## config.mk

```make
export PLATFORM = sky130hd
export DESIGN_NAME = hvsp_seq
export DESIGN_NICKNAME = d
export VERILOG_FILES = /design/src/hdl/hvsp_page_buf.v /design/src/hdl/hvsp_seq.v
export VERILOG_INCLUDE_DIRS = /design/src /design/src/hdl
export SDC_FILE = /design/constraint.sdc
export NUM_CORES = 1
export LEC_CHECK = 0
export CAP_MARGIN = 20
export CORE_AREA = 5 5 246 248
export CTS_BUF_LIST = sky130_fd_sc_hd__clkbuf_4 sky130_fd_sc_hd__clkbuf_8 sky130_fd_sc_hd__clkbuf_16
export DETAILED_ROUTE_END_ITERATION = 8
export DIE_AREA = 0 0 251 253
export DONT_BUFFER_PORTS = 1
export GPL_TIMING_DRIVEN = 0
export SYNTH_ARGS = -nofsm -noshare
export SYNTH_HDL_FRONTEND = slang
export SYNTH_SLANG_ARGS = --single-unit
```

## constraint.sdc

```tcl
create_clock -name REF_CLK -period 8.55 [get_ports REF_CLK]
set_clock_uncertainty 0.2 [all_clocks]
set_input_delay 0.4275 -clock REF_CLK [delete_from_list [all_inputs] [get_ports REF_CLK]]
set_output_delay 0.4275 -clock REF_CLK [all_outputs]
set_load 0.03 [all_outputs]
```

## src/hdl/hvsp_map.vh

```
// Constants for the high-voltage serial programming sequencer.
`ifndef HVSP_MAP_VH
`define HVSP_MAP_VH

// Reference clock rate in MHz and timing figures in microseconds.
`define HVSP_CLK_MHZ 20
`define HVSP_LATCH_US 10
`define HVSP_RELEASE_US 10

// Serial frame layout: 11 clocks, payload in bits 9..2 of the capture.
`define HVSP_FRAME_LAST 4'ha
`define HVSP_PAY_MSB 9
`define HVSP_PAY_LSB 2

// Instruction-input byte codes.
`define HVSP_II_LOAD_CMD 8'h4c
`define HVSP_II_ADDR_LO 8'h0c
`define HVSP_II_ADDR_HI 8'h1c
`define HVSP_II_DATA_LO 8'h2c
`define HVSP_II_DATA_HI 8'h3c
`define HVSP_II_LATCH_FL 8'h7d
`define HVSP_II_LATCH_EE 8'h6d
`define HVSP_II_ARM 8'h64
`define HVSP_II_EXEC 8'h6c
`define HVSP_II_RD_LO 8'h68
`define HVSP_II_RD_HI 8'h78

// Command codes carried on the data input with the load-command code.
`define HVSP_CMD_NOP 8'h00
`define HVSP_CMD_ERASE 8'h80
`define HVSP_CMD_WR_FLASH 8'h10
`define HVSP_CMD_RD_FLASH 8'h02
`define HVSP_CMD_WR_EE 8'h11
`define HVSP_CMD_RD_EE 8'h03

// Operations issued to the nonvolatile array.
`define HVSP_OP_NONE 3'h0
`define HVSP_OP_RD_FLASH 3'h1
`define HVSP_OP_RD_EE 3'h2
`define HVSP_OP_PG_FLASH 3'h3
`define HVSP_OP_PG_EE 3'h4
`define HVSP_OP_ER_FLASH 3'h5
`define HVSP_OP_ER_EE 3'h6
`define HVSP_OP_ER_LOCK 3'h7

`endif

```

## src/hdl/hvsp_page_buf.v

```verilog
// Page buffer that collects program data before a whole-page write.
`timescale 1ns/1ps
module hvsp_page_buf #(
    parameter WORDS = 32,
    parameter IDXW = 5
) (
    input wire clk,             // Reference clock.
    input wire wr_en,           // Write strobe.
    input wire [IDXW-1:0] wr_idx, // Write index.
    input wire [15:0] wr_data,  // Write word.
    input wire [IDXW-1:0] rd_idx, // Read index.
    output wire [15:0] rd_data  // Word at read index.
);
    reg [15:0] mem_r [0:WORDS-1];

    always @(posedge clk) begin
        if (wr_en) begin
            mem_r[wr_idx] <= wr_data;
        end
    end

    assign rd_data = mem_r[rd_idx];
endmodule

```

## src/hdl/hvsp_seq.v

```verilog
// Device-side high-voltage serial programming sequencer.
// Function
// - Entry pins stay stable 10 us after high voltage; device latches them.
// - Programming mode ends when power goes or high voltage is removed.
// - Loaded command and address stay held across successive locations.
// - Chip erase clears flash, EEPROM and lock bits, never fuses.
// - Lock bits are cleared only after flash erase has completed.
// - EEPROM survives chip erase when the preserve fuse is programmed.
// - Data output rises when erase ends; programmer then loads no-op.
// - Flash data is latched in a page buffer, programmed as one page.
// - Data output rises when flash page programming finishes.
// - Data output rises when EEPROM page programming completes.
// - Inputs sampled and output presented on the serial clock rising edge.
// - Read-flash command shifts out the low then high byte of the word.
// - Read-EEPROM command shifts out the addressed byte.
`timescale 1ns/1ps
`include "hvsp_map.vh"
module hvsp_seq #(
    parameter PAGE_WORDS = 32,
    parameter IDXW = 5
) (
    input wire REF_CLK,              // 20 MHz reference clock.
    input wire RESET,                // Synchronous reset, power removal.
    input wire HV_PRESENT,           // Reset pin at programming voltage.
    input wire SERIAL_DATA_INPUT,    // Serial data pin, entry bit 0.
    input wire SERIAL_INSTRUCTION_INPUT, // Serial instruction, entry bit 1.
    input wire PROGRAMMING_SERIAL_CLOCK, // Serial clock pin.
    input wire SERIAL_DATA_OUTPUT_I, // Shared pin level, entry bit 2.
    output reg SERIAL_DATA_OUTPUT_O, // Shared pin drive value.
    output reg SERIAL_DATA_OUTPUT_OE, // Shared pin drive enable.
    output wire PROG_MODE,           // Programming mode active.
    input wire EEPROM_PRESERVE_FUSE, // Preserve fuse programmed, high.
    output reg NVM_START,            // One-cycle array operation start.
    output reg [2:0] NVM_OP,         // Array operation code.
    output reg [15:0] NVM_ADDR,      // Array word or byte address.
    output reg [15:0] NVM_WDATA,     // Array write data for byte writes.
    input wire NVM_BUSY,             // Array operation in progress.
    input wire [15:0] NVM_RDATA,     // Array read word.
    input wire [IDXW-1:0] NVM_BUF_IDX, // Page buffer index from array.
    output wire [15:0] NVM_BUF_DATA  // Page buffer word at that index.
);
    localparam integer LATCH_N = `HVSP_LATCH_US * `HVSP_CLK_MHZ;
    localparam integer RELEASE_N = `HVSP_RELEASE_US * `HVSP_CLK_MHZ;
    localparam [8:0] LATCH_CYC = LATCH_N[8:0];
    localparam [8:0] RELEASE_CYC = RELEASE_N[8:0];
    localparam [1:0] M_OFF = 2'h0;
    localparam [1:0] M_LATCH = 2'h1;
    localparam [1:0] M_RELEASE = 2'h2;
    localparam [1:0] M_ON = 2'h3;
    localparam [1:0] S_IDLE = 2'h0;
    localparam [1:0] S_START = 2'h1;
    localparam [1:0] S_WAIT = 2'h2;
    reg hv_s1_r, hv_s2_r, sdi_s1_r, sdi_s2_r, sii_s1_r, sii_s2_r;
    reg sci_s1_r, sci_s2_r, sci_d_r, sdo_s1_r, sdo_s2_r;
    reg [1:0] mode_r, st_r;
    reg [8:0] tmr_r;
    reg [3:0] bit_r;
    reg [10:0] sdi_sh_r, sii_sh_r;
    reg [7:0] out_sh_r, cmd_r, addr_lo_r, addr_hi_r, data_lo_r, data_hi_r;
    reg [15:0] rd_word_r, buf_wd;
    reg [2:0] op_r;
    reg armed_r, rd_pend_r, buf_we;

    wire sci_rise = sci_s2_r & ~sci_d_r;
    wire frame_end = sci_rise && (mode_r == M_ON) &&
                     (bit_r == `HVSP_FRAME_LAST);
    wire [10:0] sdi_cap = {sdi_sh_r[9:0], sdi_s2_r};
    wire [10:0] sii_cap = {sii_sh_r[9:0], sii_s2_r};
    wire [7:0] din = sdi_cap[`HVSP_PAY_MSB:`HVSP_PAY_LSB];
    wire [7:0] iin = sii_cap[`HVSP_PAY_MSB:`HVSP_PAY_LSB];
    wire entry_pins_low = ~sdi_s2_r & ~sii_s2_r & ~sdo_s2_r;
    wire ready = (st_r == S_IDLE);

    assign PROG_MODE = (mode_r == M_ON);

    hvsp_page_buf #(
        .WORDS(PAGE_WORDS),
        .IDXW(IDXW)
    ) u_buf (
        .clk(REF_CLK),
        .wr_en(buf_we),
        .wr_idx(addr_lo_r[IDXW-1:0]),
        .wr_data(buf_wd),
        .rd_idx(NVM_BUF_IDX),
        .rd_data(NVM_BUF_DATA)
    );

    // Every pin level passes two flip-flops before use.
    always @(posedge REF_CLK) begin
        {hv_s2_r, hv_s1_r} <= {hv_s1_r, HV_PRESENT};
        {sdi_s2_r, sdi_s1_r} <= {sdi_s1_r, SERIAL_DATA_INPUT};
        {sii_s2_r, sii_s1_r} <= {sii_s1_r, SERIAL_INSTRUCTION_INPUT};
        sci_s1_r <= PROGRAMMING_SERIAL_CLOCK;
        sci_s2_r <= sci_s1_r;
        sci_d_r <= sci_s2_r;
        {sdo_s2_r, sdo_s1_r} <= {sdo_s1_r, SERIAL_DATA_OUTPUT_I};
    end

    // Mode entry: latch the select pattern, then wait for the pin release.
    always @(posedge REF_CLK) begin
        if (RESET || !hv_s2_r) begin
            mode_r <= M_OFF;
            tmr_r <= 9'h000;
        end else begin
            case (mode_r)
                M_OFF: begin
                    if (entry_pins_low) begin
                        mode_r <= M_LATCH;
                    end
                    tmr_r <= 9'h000;
                end
                M_LATCH: begin
                    if (!entry_pins_low) begin
                        mode_r <= M_OFF;
                        tmr_r <= 9'h000;
                    end else if (tmr_r == LATCH_CYC - 9'h001) begin
                        mode_r <= M_RELEASE;
                        tmr_r <= 9'h000;
                    end else begin
                        tmr_r <= tmr_r + 9'h001;
                    end
                end
                M_RELEASE: begin
                    if (tmr_r == RELEASE_CYC - 9'h001) begin
                        mode_r <= M_ON;
                    end else begin
                        tmr_r <= tmr_r + 9'h001;
                    end
                end
                M_ON: tmr_r <= 9'h000;
                default: mode_r <= M_OFF;
            endcase
        end
    end

    // Output pin: released until in mode, then low while busy, else data.
    always @(posedge REF_CLK) begin
        if (RESET) begin
            SERIAL_DATA_OUTPUT_OE <= 1'b0;
            SERIAL_DATA_OUTPUT_O <= 1'b0;
        end else begin
            SERIAL_DATA_OUTPUT_OE <= (mode_r == M_ON);
            SERIAL_DATA_OUTPUT_O <= ready & out_sh_r[7];
        end
    end

    // Serial framing: 11 rising edges per instruction.
    always @(posedge REF_CLK) begin
        if (RESET || mode_r != M_ON) begin
            bit_r <= 4'h0;
            sdi_sh_r <= 11'h000;
            sii_sh_r <= 11'h000;
        end else if (sci_rise) begin
            sdi_sh_r <= sdi_cap;
            sii_sh_r <= sii_cap;
            if (bit_r == `HVSP_FRAME_LAST) begin
                bit_r <= 4'h0;
            end else begin
                bit_r <= bit_r + 4'h1;
            end
        end
    end

    // Page buffer write data for flash words or EEPROM bytes.
    always @* begin
        buf_we = 1'b0;
        buf_wd = {data_hi_r, data_lo_r};
        if (frame_end && ready && iin == `HVSP_II_LATCH_FL &&
            cmd_r == `HVSP_CMD_WR_FLASH) begin
            buf_we = 1'b1;
        end else if (frame_end && ready && iin == `HVSP_II_LATCH_EE &&
                     cmd_r == `HVSP_CMD_WR_EE) begin
            buf_we = 1'b1;
            buf_wd = {8'h00, data_lo_r};
        end
    end

    // Command decode, held state and the array operation sequencer.
    always @(posedge REF_CLK) begin
        if (RESET || mode_r != M_ON) begin
            cmd_r <= `HVSP_CMD_NOP;
            {addr_lo_r, addr_hi_r, data_lo_r, data_hi_r} <= 32'h00000000;
            rd_word_r <= 16'h0000;
            armed_r <= 1'b0;
            st_r <= S_IDLE;
            op_r <= `HVSP_OP_NONE;
            rd_pend_r <= 1'b0;
            out_sh_r <= 8'hff;
            NVM_START <= 1'b0;
            NVM_OP <= `HVSP_OP_NONE;
            {NVM_ADDR, NVM_WDATA} <= 32'h00000000;
        end else begin
            NVM_START <= 1'b0;
            if (sci_rise && bit_r < 4'h8) begin
                out_sh_r <= {out_sh_r[6:0], 1'b1};
            end
            if (frame_end && ready) begin
                case (iin)
                    `HVSP_II_LOAD_CMD: begin
                        cmd_r <= din;
                        armed_r <= 1'b0;
                    end
                    `HVSP_II_ADDR_LO: addr_lo_r <= din;
                    `HVSP_II_ADDR_HI: addr_hi_r <= din;
                    `HVSP_II_DATA_LO: data_lo_r <= din;
                    `HVSP_II_DATA_HI: data_hi_r <= din;
                    `HVSP_II_ARM: armed_r <= 1'b1;
                    `HVSP_II_EXEC: begin
                        armed_r <= 1'b0;
                        if (armed_r && cmd_r == `HVSP_CMD_ERASE) begin
                            op_r <= `HVSP_OP_ER_FLASH;
                            st_r <= S_START;
                        end else if (armed_r &&
                                     cmd_r == `HVSP_CMD_WR_FLASH) begin
                            op_r <= `HVSP_OP_PG_FLASH;
                            st_r <= S_START;
                        end else if (cmd_r == `HVSP_CMD_WR_EE) begin
                            op_r <= `HVSP_OP_PG_EE;
                            st_r <= S_START;
                        end else if (armed_r &&
                                     cmd_r == `HVSP_CMD_RD_FLASH) begin
                            out_sh_r <= rd_word_r[7:0];
                        end
                    end
                    `HVSP_II_RD_LO: begin
                        armed_r <= 1'b1;
                        if (cmd_r == `HVSP_CMD_RD_FLASH) begin
                            op_r <= `HVSP_OP_RD_FLASH;
                            st_r <= S_START;
                            rd_pend_r <= 1'b1;
                        end else if (cmd_r == `HVSP_CMD_RD_EE) begin
                            op_r <= `HVSP_OP_RD_EE;
                            st_r <= S_START;
                            rd_pend_r <= 1'b1;
                        end
                    end
                    `HVSP_II_RD_HI: begin
                        if (cmd_r == `HVSP_CMD_RD_FLASH) begin
                            out_sh_r <= rd_word_r[15:8];
                        end
                    end
                    default: armed_r <= armed_r;
                endcase
            end else begin
                case (st_r)
                    S_START: begin
                        NVM_START <= 1'b1;
                        NVM_OP <= op_r;
                        NVM_ADDR <= {addr_hi_r, addr_lo_r};
                        NVM_WDATA <= {data_hi_r, data_lo_r};
                        st_r <= S_WAIT;
                    end
                    S_WAIT: begin
                        if (!NVM_BUSY && !NVM_START) begin
                            if (op_r == `HVSP_OP_ER_FLASH) begin
                                if (EEPROM_PRESERVE_FUSE) begin
                                    op_r <= `HVSP_OP_ER_LOCK;
                                end else begin
                                    op_r <= `HVSP_OP_ER_EE;
                                end
                                st_r <= S_START;
                            end else if (op_r == `HVSP_OP_ER_EE) begin
                                op_r <= `HVSP_OP_ER_LOCK;
                                st_r <= S_START;
                            end else begin
                                st_r <= S_IDLE;
                                op_r <= `HVSP_OP_NONE;
                                if (rd_pend_r) begin
                                    rd_word_r <= NVM_RDATA;
                                    rd_pend_r <= 1'b0;
                                    if (cmd_r == `HVSP_CMD_RD_EE) begin
                                        out_sh_r <= NVM_RDATA[7:0];
                                    end
                                end
                            end
                        end
                    end
                    default: st_r <= S_IDLE;
                endcase
            end
        end
    end
endmodule

```

* Yosys cells after proc, flatten, opt, wreduce, memory -nomap -nowiden
Memory sizes are Yosys's and may differ from the RTL's.
Cells that the tools add are included.
** Storage, ports and cells
- Bits in writable memories :: 512
- Input bits :: 30
- Register bits after elaboration :: 153
- Memories kept :: 1
** Memories
- u_buf.mem_r :: depth 32, bits a word 16, rd ports 1, clocked after Yosys merged registers in 0, write ports 1, RTL line hvsp_page_buf.v:14 : reg [15:0] mem_r [0:WORDS-1];
** Operators by class
- Bitwise operators :: 11
- Multiplexer cells :: 63
- Magnitude comparators :: 1
- Equal/unequal tests :: 38
- Reductions and logical operators :: 39
- Add/subtract/negate cells :: 2
** Operators by type and width (number)
- two-way mux 8 bit :: 13
- equality test 8 x 7 -> 1 bit, second input constant :: 7
- two-way mux 16 bit :: 2
- two-way mux 3 bit :: 10
- two-way mux 9 bit :: 3
- one-hot mux 9 bit (3 select lines) :: 1
- equality test 8 x 5 -> 1 bit, second input constant :: 3
- two-way mux 2 bit :: 11
- equality test 8 x 2 -> 1 bit, second input constant :: 2
- equality test 8 x 6 -> 1 bit, second input constant :: 2
- two-way mux 1 bit :: 16
- one-hot mux 8 bit (2 select lines) :: 1
- AND reduction 2 bit :: 7
- logical AND 1 bit :: 12
- != test 2 bit, second input constant :: 6
- AND reduction 6 bit :: 2
- adder 9 x 1 -> 9 bit, second input constant :: 1
- equality test 9 x 8 -> 1 bit, second input constant :: 1
- equality test 8 x 4 -> 1 bit, second input constant :: 1
- equality test 8 bit, second input constant :: 1
- one-hot mux 2 bit (2 select lines) :: 2
- AND reduction 4 bit :: 2
- OR reduction 2 bit :: 4
- inverter 1 bit :: 7
- 22 further kinds :: 37

* Longest topological paths before layout
Gate-level depths: netlist (run 1).
- Word-level depth :: 11
- Mapped depth :: 8

* By module
A second synthesis (run 1) with hierarchy kept.
** Second synthesis, totals
- Cell total of the unflattened synthesis :: 1829
- Area total of the unflattened synthesis :: 26554.2 um2
** By module, submodules not included
- hvsp_page_buf :: area each 20214.4 um2, seq. area each 15374.7 um2, cells each 1127, instances 1
- hvsp_seq :: area each 6339.8 um2, seq. area each 3062.9 um2, cells each 702, instances 1

* Worst setup path after synthesis (run 1)
No wires, ideal clock.
- Kind :: register to register
- Start point :: reg cmd_r[2]
- End point :: mem u_buf.mem_r[28][0], enable pin
- Clock period less this slack :: 3.251 ns
- Arrival :: 2.663 ns
- Data required time :: 7.962 ns
- Stages on the path, launching flop included :: 7
- Buffers on the path :: 1
- Slack :: 5.299 ns
- Cells stage by stage :: dfxtp_1 -> or4_4 -> or3_2 -> nor4_1 -> nand2b_1 -> clkbuf_1 -> nor2_1
** On the way
- Longest elaborated chain between the ends :: 6
- Elaborated cells on any way between the ends :: 8
- Classes of those cells :: 2 x eq/ne; 4 x mux; 2 x reduce/logical
** RTL lines
- start, declared :: RTL line hvsp_seq.v:59 : reg [7:0] out_sh_r, cmd_r, addr_lo_r, addr_hi_r, data_lo_r, data_hi_r;
- start signal, assigned :: RTL line hvsp_seq.v:181 : cmd_r <= `HVSP_CMD_NOP;
- start signal, assigned :: RTL line hvsp_seq.v:200 : cmd_r <= din;
- equality test 8 x 5 -> 1 bit (no source line)
- logical AND 1 bit (no source line)
- two-way mux 1 bit :: RTL line hvsp_seq.v:171 : end else if (frame_end && ready && iin == `HVSP_II_LATCH_EE &&
- two-way mux 1 bit * :: RTL line hvsp_seq.v:168 : if (frame_end && ready && iin == `HVSP_II_LATCH_FL &&
- two-way mux 1 bit * :: RTL line hvsp_page_buf.v:17 : if (wr_en) begin
- two-way mux 1 bit (implied by the code) * :: RTL line hvsp_page_buf.v:18 : mem_r[wr_idx] <= wr_data;
- end, declared :: RTL line hvsp_page_buf.v:14
Every way passes the cells marked *; elsewhere a longest branch is shown, timed or not.

* Final worst setup path (run 1)
- Start point :: reg mode_r[0]
- End point :: mem u_buf.mem_r[31][6], enable pin
** On the way
- Longest elaborated chain between the ends :: 10
- Elaborated cells on any way between the ends :: 12
- Classes of those cells :: 1 x eq/ne; 4 x mux; 7 x reduce/logical
** RTL lines
- start, declared :: RTL line hvsp_seq.v:55 : reg [1:0] mode_r, st_r;
- start signal, assigned :: RTL line hvsp_seq.v:102 : mode_r <= M_OFF;
- start signal, assigned :: RTL line hvsp_seq.v:108 : mode_r <= M_LATCH;
- start signal, assigned :: RTL line hvsp_seq.v:114 : mode_r <= M_OFF;
- equality test 2 bit *
- via PROG_MODE :: RTL line hvsp_seq.v:31 : output wire PROG_MODE,
- logical AND 1 bit * (2 in a row) :: RTL line hvsp_seq.v:65 : wire frame_end = sci_rise && (mode_r == M_ON) &&
- logical AND 1 bit * :: RTL line hvsp_seq.v:168, hvsp_seq.v:171
- logical AND 1 bit (no source line) (2 in a row)
- two-way mux 1 bit :: RTL line hvsp_seq.v:171
- two-way mux 1 bit * :: RTL line hvsp_seq.v:168
- two-way mux 1 bit * :: RTL line hvsp_page_buf.v:17
- two-way mux 1 bit (implied by the code) * :: RTL line hvsp_page_buf.v:18
Mark *: on every way through the listed nets, which the timed path passes. The rest lies on a longest branch.

==> results of run 1 <==
-- cell type report --
type	instances	area [um^2]
fill	4783	28080
sequential	665	18440
multi-input combinational	749	7131
clock buffer	84	1899
tap	773	967.2
timing repair buffer	60	892.1
clock inverter	43	440.4
buffer	80	336.6
inverter	14	52.55
-- power by group --
| group | switching [W] | total [W] | internal [W] |
|---|---|---|---|
| logic | 0.0000594 | 0.000104 | 0.0000446 |
| registers | 0.00000178 | 0.00344 | 0.00343 |
| clock network | 0.00123 | 0.00306 | 0.00183 |
| total | 0.00129 | 0.00660 | 0.00531 |
-- tightest hold or removal path, cell delays in order --
cell	delay, ns
sky130_fd_sc_hd__a21oi_1	0.10
sky130_fd_sc_hd__o21ai_0	0.08
sky130_fd_sc_hd__o211ai_1	0.10
sky130_fd_sc_hd__mux2i_1	0.07
-- placed cells by master (no fill, tap or decap), drive strengths merged, types with 3 or more instances in the layout --
cell and n:
xnor2 8, nor2 123, a31oi 7, bufinv 8, xor2 4, o21ai 9
or4 5, ha 7, nor2b 15, mux4 160, dlygate4sd3 23, clkbuf 139
or2 5, nor3b 5, nor4b 7, mux2 23, mux2i 57, nor4 7
nand2b 9, o211ai 8, nand3 10, dfxtp 153, or3 6, buf 62
nand2 150, or3b 3, nor3 17, nand3b 6, inv 16, a21oi 83
edfxtp 512, clkinv 31
-- sequential cells by signal (all words and copies together), names as in the netlist, 9 cells and up --
name         count
u_buf.mem_r    512
NVM_ADDR        16
NVM_WDATA       16
rd_word_r       16
sdi_sh_r         9
sii_sh_r         9
tmr_r            9
-- per-stage QoR --
step	cell area, um^2	hold slack [ns]	power [W]
2_1_floorplan	25860	0.1096	0.003574
3_3_place_gp	26820	0.1119	0.003600
3_5_place_dp	27520	0.1158	0.003601
4_1_cts	30090	0.007009	0.006665
5_1_grt	30160	0.09017	0.006815
6_report	30160	0.04194	0.006600
-- worst max path at each step --
stage	from	endpoint	slack, ns	cells past startpoint
finish	mode_r[0]	u_buf.mem_r[31][6]	4.32	7
global route	mode_r[0]	u_buf.mem_r[31][6]	4.06	7
CTS	NVM_BUF_IDX[0]	NVM_BUF_DATA[13]	4.24	5
detailed placement	NVM_BUF_IDX[0]	NVM_BUF_DATA[13]	4.26	5
global placement	mode_r[0]	u_buf.mem_r[2][5]	4.07	7
floorplan	cmd_r[2]	u_buf.mem_r[28][0]	5.30	6
-- cell families after synthesis --
kind of cell	count (synthesis)	share of synthesized area, %
xor gates and xnor gates	12	0.4065
DFF	665	71.31
buffers and inverters	94	1.505
muxes	240	17.17
adders and majority gates	7	0.3387
and+or+nand+nor	376	6.852
AOI/OAI and AO/OA	114	2.419
-- cells in the mapped netlist, drive strengths merged, types with 2 or more instances --
cell type,n,area (um^2)
nand4,2,12.51
a211oi,2,15.01
mux4,160,3603
nor4b,7,61.31
nand4bb,2,22.52
nand3b,6,45.04
o21ai,9,45.04
nor4,7,71.31
mux2,23,266.5
or4,5,41.29
nand4b,2,17.52
xnor2,8,70.07
mux2i,57,570.6
edfxtp,512,15370
xor2,4,35.03
nand2,150,563.0
nor3,17,118.9
nor2,123,464.2
nor2b,15,93.84
o211ai,8,65.06
a21oi,83,415.4
or3b,3,26.28
nand3,10,50.05
inv,14,52.55
or3,6,38.79
nor3b,5,37.54
nand2b,9,56.30
dfxtp,153,3063
or2,5,31.28
a21o,2,15.01
ha,7,87.58
buf,25,120.1
clkbuf,55,216.5
a31oi,7,43.79
-- layer usage --
layer	wire, um	vias up	GRT usage, %
met5	0	-	0
met2	28570	388	29.76
met1	26660	7078	27.54
met3	3509	90	3.944
met4	1636	0	5.551
li1	-	6123	-
==> reports/qor.txt, run 1 <==
status: complete, no violations
antenna-violating nets left: 0
Die Area: 63500 um^2
Cell Count, Final, Fillers Out: 2468
type of the worst min-delay path: input port to register
worst path cell trace: ha_1 > nor4b_1 > nand4_1 > clkbuf_8 > nor3_1 > nand3_1 > nor2_2
end of the worst hold path: op_r[0]
floorplan core area: 58240 um^2
cell at the root of the clock tree: sky130_fd_sc_hd__clkbuf_16
Slowest cell on crit path: sky130_fd_sc_hd__nor2_2
final-layout setup total negative slack: 0 ns
Critical Path Sink Type: register
number of optimization iterations in the first detailed-route pass: 5
CTS tree: yes
I/O Buffers: 0
sequential element share of the synthesized area: 71.31%
end of the worst register-to-register path: u_buf.mem_r[31][6]
LEAKAGE: 7.886 nW
Final Routed Wirelength: 60380 um
maximum fanout along the worst path: 16
total number of vias: 13680
Resized cells post-CTS: 0
Final Setup Violations: 0
worst max-slew margin expressed relative to the limit: 29.96%
HP Start: EEPROM_PRESERVE_FUSE
type of the worst setup path: register to register
unique cell type count in the Yosys netlist: 52
final net count: 1677
average wire per cell in the routed design: 24.47 um
instance count along the most critical hold path: 4
Achievable Freq: 236.6 MHz
DR vias/cell: 5.543
Net Count, Synth: 1545
hold buffer count at CTS: 23
Cell Area, Synth: 25860 um^2
RSZ-0062 raised after global routing: no
fraction of final layout cells sized beyond drive strength 1: 23.66%
Reg-to-Reg Start: mode_r[0]
# placed instances: 2314
maximum number of pins on one net before global-route repair: 35
final setup margin: 4.323 ns
Avg Cell Area, Syn: 17.15 um^2
final number of hold-violating endpoints: 0
Ant. Diodes: 0
first-pass GRT wire length: 90080 um
required time worst endpoint: 8.55 ns
width of the chip: 251 um
count of max-cap constraint violations: 0
clock-pin slew reported for the worst setup and hold paths after clock tree synthesis: 0.06 ns
count of H-tree levels built during CTS: 3
delay of the slowest cell on the worst path: 0.99 ns
All-Layer GR Usage: 19.07%
insertion delay of the later-clocked pin in the worst-skew pair: 0.60 ns
Sink Count: 665
count of standard-cell rows: 89
FFs w/ async S/R, synth: 0%
transition at the pin with the smallest max-transition slack: 1.043 ns
initial antenna violation count: 1
number of enable flip-flop cells after synthesis: 512
vias in the first global route: 13910
Yosys warning total: 0
arrival time of data at the critical path endpoint: 4.23 ns
number of buffers and inverters on the critical path: 1
GRT Residual Overflow: 0
kind of cell adding the most delay to the critical path: simple AND/OR/NAND/NOR gates
Cell Pwr Density: 218.9 nW/um^2
die height: 253 um
flop-to-flop setup slack: 4.32 ns
setup repair bufs after CTS: 0
worst reg2reg path depth: 7
cts bufs inserted: 70
post-layout utilization of the core: 51.78%
Main synth FF type: sky130_fd_sc_hd__edfxtp_1
initial DRC count: 1084
final weighted congestion in routability-driven placement: 0.8362
Initial Utilization: 44.40%
Final min period: 4.227 ns
I/O pin count: 85
flip-flop and latch count after synthesis: 665
final worst path period share: 49.43%
cell count after synthesis: 1508
synthesis-to-finish area growth: 16.63%
DP Wirelength: 41620 um
max-slew violation count: 0
buffers from clock root to sink, at most: 3
pre-CTS setup slack: 4.258 ns
Remaining DRCs: 0
Worst Setup Start Kind: register
Worst IR Drop VDD: 0.0001517 V
No activity file was read; power rests on OpenSTA's default activity.
==> run 2, diff against run 1 <==
Clock period 8.55 ns to 3.45 ns, I/O delays scaled along.
==> run 2 against run 1 <==
  * Flip-flop and latch count is the same
  * Setup slack lost 4.2 ns
  * Clock power up 150%
  * Non-clock buffer count is 25 higher
  * Routed wire length rose by 0.75%
  * Hold slack improved by 0.020 ns
  * Utilization up 0.86 points
  * Combinational power grew to 2.5 times the previous value
  * Largest cell class unchanged
  * Largest power group unchanged
  * Highest routed layer unchanged
==> reports/qor.txt, run 2 (synthesis results as in run 1) <==
status: complete, no violations
antenna-violating nets left: 0 (unchanged)
final number of hold-violating endpoints: 0 (unchanged)
Sink Count: 665 (unchanged)
transition at the pin with the smallest max-transition slack: 1.063 ns (+0.02085 ns)
cell at the root of the clock tree: sky130_fd_sc_hd__clkbuf_16
count of max-cap constraint violations: 0 (unchanged)
worst max-slew margin expressed relative to the limit: 28.56% (-1.4 points)
most used cells in the layout excluding fill and tap cells: 512 x sky130_fd_sc_hd__edfxtp_1, 160 x sky130_fd_sc_hd__mux4_2, 153 x sky130_fd_sc_hd__dfxtp_1
Final Routed Wirelength: 60830 um (+0.75%)
cell-internal power: 0.01316 W (+150%)
kind of cell adding the most delay to the critical path: multiplexers
Ant. Diodes: 0 (unchanged)
I/O pin count: 85 (unchanged)
switching part of the total: 19.58% (+0.042 points)
portion of total power attributed to the clock network: 46.4% (about the same)
area used by multi-input combinational logic: 7279 um^2 (+2.1%)
most common cell after layout, fill and taps aside: sky130_fd_sc_hd__edfxtp_1
Final min period: 3.301 ns
vias in the first global route: 14070 (+1.1%)
fraction of final layout cells sized beyond drive strength 1: 25.06% (+1.4 points)
CTS tree: yes
Worst IR Drop VDD: 0.0004064 V (+170%)
final weighted congestion in routability-driven placement: 0.8362 (unchanged)
DP Wirelength: 41620 um (unchanged)
All-Layer GR Usage: 19.25% (+0.18 points)
average wire per cell in the routed design: 24.40 um (-0.27%)
total number of vias: 13820 (+1.0%)
Slowest cell on crit path: sky130_fd_sc_hd__clkbuf_1
arrival time of data at the critical path endpoint: 2.93 ns (-1.30 ns)
combinational share of power: 1.6% (about the same)
synthesis-to-finish area growth: 18.55%
Final Hold Slack: 0.06192 ns (+0.01999 ns)
final worst path period share: 95.67%
number of filler cells placed in the layout: 4719 (-1.3%)
sequential group share of total power: 52.0% (about the same)
RSZ-0062 raised after global routing: no
count of H-tree levels built during CTS: 3 (unchanged)
maximum number of pins on one net before global-route repair: 35 (unchanged)
count of standard-cell rows: 89 (unchanged)
pre-CTS setup slack: -0.7750 ns (-5.033 ns)
Final Setup Violations: 0 (unchanged)
Net Switching: 0.003205 W (+150%)
Die Area: 63500 um^2 (unchanged)
Largest register FFs: 512 (unchanged)
worst path cell trace: clkdlybuf4s15_1 > clkbuf_1 > mux4_2 > mux4_2 > mux2_2
clock-pin slew reported for the worst setup and hold paths after clock tree synthesis: 0.06 ns (about the same)
Achievable Freq: 303.0 MHz
insertion delay of the later-clocked pin in the worst-skew pair: 0.60 ns (about the same)
type of the worst setup path: input port to primary output
initial antenna violation count: 1 (unchanged)
maximum fanout along the worst path: 10 (-6)
sequential standard cell area: 18440 um^2 (unchanged)
type of the worst min-delay path: input port to register
floorplan core area: 58240 um^2 (unchanged)
first-pass GRT wire length: 91110 um (+1.1%)
required time worst endpoint: 3.08 ns (-5.47 ns)
max-slew violation count: 0 (unchanged)
buffers from clock root to sink, at most: 3 (unchanged)
cell repeated most along the worst path: sky130_fd_sc_hd__mux4_2
number of optimization iterations in the first detailed-route pass: 5 (unchanged)
# placed instances: 2314 (unchanged)
die height: 253 um (unchanged)
cts bufs inserted: 70 (unchanged)
width of the chip: 251 um (unchanged)
power after layout: 0.01637 W (+150%)
Critical Path Sink Type: primary output
Cell Pwr Density: 534.0 nW/um^2 (+140%)
Remaining DRCs: 0 (unchanged)
delay of the slowest cell on the worst path: 0.73 ns (-0.26 ns)
GRT Residual Overflow: 0 (unchanged)
top register by number of flip-flops: u_buf.mem_r
I/O Buffers: 0 (unchanged)
final net count: 1702 (+1.5%)
LEAKAGE: 8.051 nW (+2.1%)
Cell Count, Final, Fillers Out: 2493 (+1.0%)
initial DRC count: 1138 (+5.0%)
number of buffers and inverters on the critical path: 2 (+1)
final setup margin: 0.1495 ns (-4.174 ns)
Initial Utilization: 44.40% (unchanged)
Worst Setup Start Kind: input port
DR vias/cell: 5.542 (about the same)
run 2: cell count changes in the layout (fill, tap and decap cells not counted), moves of 2 or more:
| cell | delta |
|---|---|
| sky130_fd_sc_hd__buf_12 | +9 |
| sky130_fd_sc_hd__clkdlybuf4s15_2 | +5 |
| sky130_fd_sc_hd__buf_8 | -2 |
| sky130_fd_sc_hd__nor2_2 | -22 |
| sky130_fd_sc_hd__dlygate4sd3_1 | +8 |
| sky130_fd_sc_hd__nor2_4 | +22 |
| sky130_fd_sc_hd__buf_4 | +11 |
| sky130_fd_sc_hd__clkbuf_1 | -4 |
| sky130_fd_sc_hd__clkbuf_2 | +2 |
| sky130_fd_sc_hd__buf_1 | -5 |
run 2: stage by stage:
step	TNS [ns]	area [um^2]	utilization (%)
6_report	0	30650	52.64
2_1_floorplan	0	25860	-
5_1_grt	0	30650	52.64
3_5_place_dp	-248.82	27520	47.25
3_3_place_gp	-565.14	26820	46.06
4_1_cts	0	30590	52.53
run 2: tightest hold or removal path: stages:
cell and delay [ns]:
sky130_fd_sc_hd__dlygate4sd3_1 0.52, sky130_fd_sc_hd__mux2i_1 0.06, sky130_fd_sc_hd__nor2_1 0.07
run 2: cell type report:
type	count	share of cell area, %
sequential	665	60.15
clock inverter	43	1.437
clock buffer	84	6.196
timing repair buffer	85	3.894
inverter	14	0.1714
tap	773	3.155
buffer	80	1.253
multi-input combinational	749	23.75
run 2: timing repair:
item	CTS	global route
setup endpoints to repair	527	106
hold buffers	31	0
buffers inserted	18	2
endpoints found under the hold margin	48	0
pin swaps	12	2
gates resized for setup	40	7
run 2: metal layers:
metal / share of wire (%) / vias to the layer above / GRT usage (%) / wire, um
met2: 47 / 377 / 30.00 / 28670
met4: 2.9 / 0 / 5.832 / 1772
met5: 0 / - / 0 / 0
met3: 5.5 / 94 / 3.800 / 3356
li1: - / 6175 / - / -
met1: 44 / 7170 / 27.85 / 27030
run 2: path summary, 6_finish.rpt:
| check | end | cells past startpoint | slack, ns | from |
|---|---|---|---|---|
| setup reg to reg | u_buf.mem_r[5][3] | 7 | 0.15 | cmd_r[2] |
| hold / removal | rd_word_r[9] | 3 | 0.06 | NVM_RDATA[9] |
| hold reg to reg | hv_s2_r | 0 | 0.13 | hv_s1_r |
| setup / recovery | NVM_BUF_DATA[12] | 5 | 0.15 | NVM_BUF_IDX[1] |
run 2: power groups by stage:
stage	Sequential, W	Combinational, W	Clock [W]
5_1_grt	0.00851	0.000282	0.00810
6_report	0.00852	0.000262	0.00759
4_1_cts	0.00851	0.000268	0.00774
2_1_floorplan	0.00869	0.000172	0
3_5_place_dp	0.00869	0.000238	0
3_3_place_gp	0.00869	0.000235	0
